**src/rtl/scs_pkg.sv**
```systemverilog
// Package for the shift, compare and subtract datapath.
package scs_pkg;

  localparam int unsigned DATA_W = 32;

  localparam logic [5:0] OPC_REGISTER_FORMAT = 6'h00;
  localparam logic [5:0] OPC_SET_LESS_UNSIGNED_IMM = 6'h0B;

  localparam logic [5:0] FN_SHIFT_LEFT_LOGIC_FIXED = 6'h00;
  localparam logic [5:0] FN_SHIFT_RIGHT_LOGIC_FIXED = 6'h02;
  localparam logic [5:0] FN_SHIFT_RIGHT_ARITH_FIXED = 6'h03;
  localparam logic [5:0] FN_SHIFT_RIGHT_LOGIC_VAR = 6'h06;
  localparam logic [5:0] FN_SHIFT_RIGHT_ARITH_VAR = 6'h07;
  localparam logic [5:0] FN_SUBTRACT_TRAP = 6'h22;
  localparam logic [5:0] FN_SUBTRACT_MODULO = 6'h23;
  localparam logic [5:0] FN_SET_LESS_UNSIGNED_REG = 6'h2B;

  localparam logic [4:0] FIELD_ZERO = 5'h00;
  localparam logic [4:0] SUPERSCALAR_NOP_AMOUNT = 5'h01;

  localparam int unsigned OPC_MSB = 31;
  localparam int unsigned OPC_LSB = 26;
  localparam int unsigned FS_MSB = 25;
  localparam int unsigned FS_LSB = 21;
  localparam int unsigned SS_MSB = 20;
  localparam int unsigned SS_LSB = 16;
  localparam int unsigned DST_MSB = 15;
  localparam int unsigned DST_LSB = 11;
  localparam int unsigned SA_MSB = 10;
  localparam int unsigned SA_LSB = 6;
  localparam int unsigned FN_MSB = 5;
  localparam int unsigned FN_LSB = 0;
  localparam int unsigned IMM_MSB = 15;

  localparam logic [31:0] RESULT_RESET = 32'h0000_0000;

  typedef struct packed {
    logic        valid;
    logic [31:0] instr;
    logic [31:0] first_source;
    logic [31:0] second_source;
  } scs_issue_type;

  typedef struct packed {
    logic        write_enable;
    logic [4:0]  dest_index;
    logic [31:0] value;
  } scs_writeback_type;

endpackage : scs_pkg

```
**src/rtl/scs_alu.sv**
```systemverilog
// Execution stage for unsigned compare, right shifts and subtract.
// What this block does
// RQ1 - Immediate compare sign-extends the 16-bit immediate, then compares unsigned.
// RQ2 - Register unsigned compare: opcode 000000, function 101011, bits 10..6 zero.
// RQ3 - Register unsigned compare treats both sources as unsigned, writes destination.
// RQ4 - Compare result is 1 when first is smaller, else 0, zero-extended.
// RQ5 - Unsigned compares never raise integer overflow.
// RQ6 - Fixed arithmetic right shift by shift-amount field, filling with bit 31.
// RQ7 - Variable arithmetic right shift, function 000111, bits 10..6 zero, sign fill.
// RQ8 - Variable shifts use only the low five bits of the source register.
// RQ9 - Fixed logical right shift, function 000010, bits 25..21 zero, zero fill.
// RQ10 - Variable logical right shift, function 000110, bits 10..6 zero, zero fill.
// RQ11 - Superscalar no-operation is left-shift encoding, all registers zero, amount 1.
// RQ12 - Superscalar no-operation breaks issue before itself and issues alone.
// RQ13 - On single issue it acts as a plain no-operation taking a slot.
// RQ14 - Trapping subtract, function 100010, forms first source minus second.
// RQ15 - On overflow (bits 32 and 31 differ) no write, raise overflow.
// RQ16 - Non-trapping subtract, function 100011, same difference, never overflows.
// RQ17 - Non-trapping subtract always writes the modulo 32-bit difference.
// RQ18 - A shift count of zero passes the target register unchanged.
`timescale 1ns/10ps
module scs_alu
  import scs_pkg::*;
(
  input  wire logic                       clock,
  input  wire logic                       arst_n,
  input  wire scs_pkg::scs_issue_type     issue,
  output logic                            issue_break,
  output logic                            issue_alone_reg,
  output logic                            accepted,
  output scs_pkg::scs_writeback_type      writeback_reg,
  output logic                            overflow_exception_reg,
  output logic                            no_operation_reg
);

  typedef enum {
    OP_NONE,
    OP_SET_LESS_REG,
    OP_SET_LESS_IMM,
    OP_SRL_FIXED,
    OP_SRA_FIXED,
    OP_SRL_VAR,
    OP_SRA_VAR,
    OP_SUB_TRAP,
    OP_SUB_MOD,
    OP_SUPERSCALAR_NOP,
    OP_PLAIN_NOP
  } scs_op_type;

  // Right shift with selectable fill; shared by all four shift forms.
  function automatic logic [31:0] shift_right(
    input logic [31:0] value,
    input logic [4:0]  amount,
    input logic        arith
  );
    logic [63:0] extended;
    extended = {{32{arith & value[31]}}, value};
    shift_right = extended[amount +: 32];
  endfunction : shift_right

  logic [5:0]  opcode;
  logic [5:0]  funct;
  logic [4:0]  first_source_field;
  logic [4:0]  second_source_field;
  logic [4:0]  dest_field;
  logic [4:0]  shift_amount_field;
  logic [31:0] imm_extended;
  logic [32:0] difference;
  logic        sub_overflow;
  scs_op_type  op;

  assign opcode              = issue.instr[OPC_MSB:OPC_LSB];
  assign funct               = issue.instr[FN_MSB:FN_LSB];
  assign first_source_field  = issue.instr[FS_MSB:FS_LSB];
  assign second_source_field = issue.instr[SS_MSB:SS_LSB];
  assign dest_field          = issue.instr[DST_MSB:DST_LSB];
  assign shift_amount_field  = issue.instr[SA_MSB:SA_LSB];

  assign imm_extended = {{16{issue.instr[IMM_MSB]}},
                         issue.instr[IMM_MSB:0]}; // RQ1

  // Sign-extend both operands to 33 bits so overflow shows as bit 32 vs 31.
  assign difference = {issue.first_source[31], issue.first_source}
                    - {issue.second_source[31], issue.second_source}; // RQ14
  assign sub_overflow = difference[32] ^ difference[31]; // RQ15

  always_comb begin
    op = OP_NONE;
    if (issue.valid && opcode == OPC_SET_LESS_UNSIGNED_IMM) begin
      op = OP_SET_LESS_IMM; // RQ1
    end else if (issue.valid && opcode == OPC_REGISTER_FORMAT) begin
      case (funct)
        FN_SET_LESS_UNSIGNED_REG: begin
          if (shift_amount_field == FIELD_ZERO) begin
            op = OP_SET_LESS_REG; // RQ2
          end
        end
        FN_SHIFT_RIGHT_ARITH_FIXED: begin
          if (first_source_field == FIELD_ZERO) begin
            op = OP_SRA_FIXED; // RQ6
          end
        end
        FN_SHIFT_RIGHT_LOGIC_FIXED: begin
          if (first_source_field == FIELD_ZERO) begin
            op = OP_SRL_FIXED; // RQ9
          end
        end
        FN_SHIFT_RIGHT_ARITH_VAR: begin
          if (shift_amount_field == FIELD_ZERO) begin
            op = OP_SRA_VAR; // RQ7
          end
        end
        FN_SHIFT_RIGHT_LOGIC_VAR: begin
          if (shift_amount_field == FIELD_ZERO) begin
            op = OP_SRL_VAR; // RQ10
          end
        end
        FN_SUBTRACT_TRAP: begin
          if (shift_amount_field == FIELD_ZERO) begin
            op = OP_SUB_TRAP; // RQ14
          end
        end
        FN_SUBTRACT_MODULO: begin
          if (shift_amount_field == FIELD_ZERO) begin
            op = OP_SUB_MOD; // RQ16
          end
        end
        FN_SHIFT_LEFT_LOGIC_FIXED: begin
          // Only the register-zero idioms belong here; other left shifts
          // are handled elsewhere in the core.
          if (issue.instr[FS_MSB:DST_LSB] == 15'h0000) begin
            if (shift_amount_field == SUPERSCALAR_NOP_AMOUNT) begin
              op = OP_SUPERSCALAR_NOP; // RQ11
            end else if (shift_amount_field == FIELD_ZERO) begin
              op = OP_PLAIN_NOP;
            end
          end
        end
        default: begin
          op = OP_NONE;
        end
      endcase
    end
  end

  // The no-operation must not pair with its predecessor, so the issue
  // logic is told combinationally to close the current group.
  assign issue_break = (op == OP_SUPERSCALAR_NOP); // RQ12
  assign accepted    = (op != OP_NONE);

  scs_writeback_type wb_next;
  logic              overflow_next;

  always_comb begin
    wb_next.write_enable = 1'b0;
    wb_next.dest_index   = dest_field;
    wb_next.value        = RESULT_RESET;
    overflow_next        = 1'b0; // RQ5
    case (op)
      OP_SET_LESS_REG: begin
        wb_next.write_enable = 1'b1; // RQ3
        wb_next.value = {31'h0000_0000,
          issue.first_source < issue.second_source}; // RQ4
      end
      OP_SET_LESS_IMM: begin
        wb_next.write_enable = 1'b1;
        wb_next.dest_index   = second_source_field;
        wb_next.value = {31'h0000_0000,
          issue.first_source < imm_extended}; // RQ4
      end
      OP_SRA_FIXED: begin
        wb_next.write_enable = 1'b1;
        wb_next.value = shift_right(issue.second_source,
          shift_amount_field, 1'b1); // RQ18
      end
      OP_SRL_FIXED: begin
        wb_next.write_enable = 1'b1;
        wb_next.value = shift_right(issue.second_source,
          shift_amount_field, 1'b0); // RQ18
      end
      OP_SRA_VAR: begin
        wb_next.write_enable = 1'b1;
        wb_next.value = shift_right(issue.second_source,
          issue.first_source[4:0], 1'b1); // RQ8
      end
      OP_SRL_VAR: begin
        wb_next.write_enable = 1'b1;
        wb_next.value = shift_right(issue.second_source,
          issue.first_source[4:0], 1'b0); // RQ8
      end
      OP_SUB_TRAP: begin
        wb_next.write_enable = ~sub_overflow; // RQ15
        wb_next.value        = difference[31:0];
        overflow_next        = sub_overflow; // RQ15
      end
      OP_SUB_MOD: begin
        wb_next.write_enable = 1'b1; // RQ17
        wb_next.value        = difference[31:0]; // RQ16
      end
      default: begin
        wb_next.write_enable = 1'b0; // RQ13
      end
    endcase
  end

  always_ff @(posedge clock or negedge arst_n) begin
    if (!arst_n) begin
      writeback_reg <= '0;
    end else begin
      writeback_reg <= wb_next;
    end
  end

  always_ff @(posedge clock or negedge arst_n) begin
    if (!arst_n) begin
      overflow_exception_reg <= 1'b0;
    end else begin
      overflow_exception_reg <= overflow_next;
    end
  end

  always_ff @(posedge clock or negedge arst_n) begin
    if (!arst_n) begin
      issue_alone_reg  <= 1'b0;
      no_operation_reg <= 1'b0;
    end else begin
      issue_alone_reg  <= (op == OP_SUPERSCALAR_NOP); // RQ12
      no_operation_reg <= (op == OP_SUPERSCALAR_NOP)
                        | (op == OP_PLAIN_NOP); // RQ13
    end
  end

endmodule : scs_alu

```
**config.mk**
```make
export PLATFORM = sky130hd
export DESIGN_NAME = scs_alu
export DESIGN_NICKNAME = d
export VERILOG_FILES = /design/src/rtl/scs_pkg.sv /design/src/rtl/scs_alu.sv
export SDC_FILE = /design/constraint.sdc
export NUM_CORES = 1
export LEC_CHECK = 0
export ABC_AREA = 0
export ABC_CLOCK_PERIOD_IN_PS = 3900
export BUFFER_PORTS_ARGS = -buffer_cell sky130_fd_sc_hd__buf_4
export CAP_MARGIN = 10
export CORE_MARGIN = 3
export CORE_UTILIZATION = 45
export CTS_CLUSTER_DIAMETER = 30
export DETAILED_ROUTE_END_ITERATION = 6
export PLACE_DENSITY = 0.68
export SETUP_SLACK_MARGIN = 0.4
export SLEW_MARGIN = 20
export SYNTH_ARGS = -nofsm -noshare
export SYNTH_HDL_FRONTEND = slang
export SYNTH_SLANG_ARGS = --single-unit
```
**constraint.sdc**
```tcl
create_clock -name clock -period 3.9 [get_ports clock]
set_input_delay 0.585 -clock clock [delete_from_list [all_inputs] [get_ports clock]]
set_output_delay 0.585 -clock clock [all_outputs]
set_load 0.02 [all_outputs]
```
==> flow_metrics.tcl <==
set metrics [dict create \
    seq_power_share 0.158 \
    period_needed_ps 4080 \
    seq_area_um2 1030 \
    cts_tree "done" \
    port_buffers 141 \
    fmax_mhz 245 \
    gp_congestion 1.08 \
    antenna_left 0 \
    routed-via-count 13750 \
    drt_iter0_markers 2070 \
    largest_reg_flops 38 \
    drt_pass1_iterations 6 \
    final_common_cell "buf_4" \
    ys.flop_type "dfrtp_1" \
    crit_family "compound AO/OA/AOI/OAI gates" \
    fp.dieH_um 146 \
    final_util 0.804 \
    clkTransAtPathRegs_ps 70 \
    synthArstFlopShare 1.00 \
    stdcell_area_um2 15300 \
    status "finished with violations" \
    root_buffer "clkbuf_16" \
    grt_pass1_wl_um 77600 \
    final_cell_mix "buf_4, nand2_1, nor2_1" \
    drv_slew 0 \
    rows 50 \
    p_int_mw 1.51 \
    syn_area_um2 8850 \
    grt_usage 0.469 \
    fp.dieW_um 146 \
    syn2layout_area_growth_pct 72.8 \
    place_area_um2 12700 \
    finalSetupViolCount 20 \
    preCtsSetupSlack_ps -564 \
    core_area_um2 19000 \
    via_per_inst 7.04 \
    synth_nets 1387 \
    cts.sinks 41 \
    startpoint_type "input port" \
    synth_area_leaders "dfrtp_1, ha_1, mux2i_1, a21oi_1, nand2_1" \
    synth_top_area_frac 0.116 \
    p_per_area_nw_per_um2 178 \
    violations "setup timing" \
    routed_wl_um 56500 \
    drv_cap 0 \
    start_util 0.465 \
    grt_max_degree 42 \
    synth_edf_count 0 \
    hold_buffers 0 \
    post_synth.cell_area_avg_um2 7.23 \
    nets 1856 \
    yosysTopAreaCell "dfrtp_1" \
    yosysSeqAreaShare 0.116 \
    remaining_drc_errors 0 \
    criticalPathCategory "in2reg" \
    grt_pass1_vias 12968 \
    ioPinCount 142 \
    ctsHtreeMaxLevel 2 \
    antenna_found_initial 2 \
    crit_chain "buf_6, or4_4, or4_4, a211oi_4, a21boi_4, buf_12, a31o_2, buf_12, buf_4, nor2_4, buf_4, a22o_1, nor3_2, buf_4, nor3_1, a31oi_1, o2111ai_2" \
    syn_inst 1223 \
    combPwrFrac 0.655 \
    min_period_over_period 1.05 \
    end_kind "register" \
    fin_ws_ps -180 \
    critPathMaxStageDelay_ps 530 \
    hpwl_um 40600 \
    switchingPower_mw 1.22 \
    gr-total-overflow 0 \
    multi_input_area_um2 8880 \
    hold_viol 0 \
    path_max_fanout 8 \
    tightest_slew_ps 604 \
    cts_buffers 5 \
    cp.required_ps 4040 \
    slew_headroom 0.598 \
    yosys_warnings 0 \
    cpMaxStageDelayCell "or4_4" \
    die_area_um2 21400 \
    ir_drop_mv 0.168 \
    switching_share 0.447 \
    crit_arrival_ps 4220 \
    cts.path.max_buffers 2 \
    num-fill-cells 1246 \
    post_drt_wl_per_cell_um 28.9 \
    synth.distinct_cells 80 \
    cp_common_cell "buf_4" \
    rsz0062_at_grt "yes" \
    ys_seq_elements 41 \
    layout-drive-gt1-share 0.490 \
    path_buf_inv 6 \
    clockPowerShare 0.187 \
    hold_class "in2async" \
    p_leak_nw 6.93 \
]
power by group through the flow:
stage / clock network, mW / registers, mW / logic, mW
2_1_floorplan: 0 / 0.442 / 0.700
3_3_place_gp: 0 / 0.438 / 1.37
3_5_place_dp: 0 / 0.438 / 1.38
4_1_cts: 0.502 / 0.430 / 1.58
5_1_grt: 0.516 / 0.430 / 1.84
6_report: 0.510 / 0.430 / 1.78
cell type report:
cell class | count | area share
Inverter | 55 | 0.0135
Timing Repair Buffer | 553 | 0.306
Sequential cell | 41 | 0.0671
Multi-Input combinational cell | 1036 | 0.581
Tap cell | 260 | 0.0213
Clock buffer | 5 | 0.00819
Antenna cell | 1 | 0.000164
Clock inverter | 3 | 0.00303
cell usage after synthesis, types with 5 or more instances:
master     instances
a211o_1            6
a211oi_1          37
a211oi_2           5
a21o_1            43
a21oi_1           94
a221o_1            5
a221oi_1          15
a22oi_1           20
a311oi_1           9
a31o_2             7
a31oi_1           20
a32oi_1           11
and2_1             5
and3_1            10
buf_1              6
buf_2             29
clkbuf_1          54
dfrtp_1           41
ha_1              64
inv_1             52
mux2_2            20
mux2i_1           80
nand2_1          115
nand2b_1          10
nand3_1           52
nand4_1           19
nor2_1            98
nor2b_1           13
nor3_1            25
nor4_1             9
o2111ai_1          5
o211ai_1          26
o21a_1            10
o21ai_0           65
o221ai_1          16
o22ai_1            8
o32ai_1            5
or2_2              5
xnor2_1           14
xor2_1            13
timing repair:
| action | 4_1_cts | 5_1_grt |
|---|---|---|
| pin swaps | 66 | 60 |
| cloned | 4 | 1 |
| endpoints found under the setup margin | 34 | 34 |
| buffers inserted | 41 | 23 |
| resized for setup | 236 | 118 |
cell families after synthesis:
logic type                 count (synthesis)  synth area share
AOI/OAI and AO/OA                        451             0.363
and+or+nand+nor                          387             0.208
buffers and inverters                    147            0.0677
muxes                                    105             0.126
adders and majority gates                 65            0.0928
DFF                                       41             0.116
xor gates and xnor gates                  27            0.0267
final timing paths:
| path | cells after the start | slack (ps) | start | end |
|---|---|---|---|---|
| max | 17 | -180 | issue[69] | writeback_reg[5]$_DFF_PN0_ |
| min in group clock | 2 | 530 | issue[81] | writeback_reg[33]$_DFF_PN0_ |
| min | 1 | 280 | arst_n | writeback_reg[1]$_DFF_PN0_ |
| max in group asynchronous | 1 | 3200 | arst_n | writeback_reg[35]$_DFF_PN0_ |
metal layers:
layer  global-route usage  vias to the layer above  wire length [µm]
met5               0.0159                        -                13
met4                0.270                        2              5240
met3                0.172                      430              8540
met2                0.720                     1332             23500
met1                0.564                     6342             19200
li1                     -                     5644                 -
metrics by stage:
step                      setup TNS (ps)  instances  hold WS (ps)  power, mW
after floorplan                     -576       1223           289       1.14
after global placement            -11850       1876           615       1.80
after detailed placement          -12800       1876           629       1.82
after CTS                          -41.8       1929           315       2.51
after global routing               -2880       1953           318       2.78
final                              -1470       1954           278       2.72
Power figures use the tool's default switching activity.
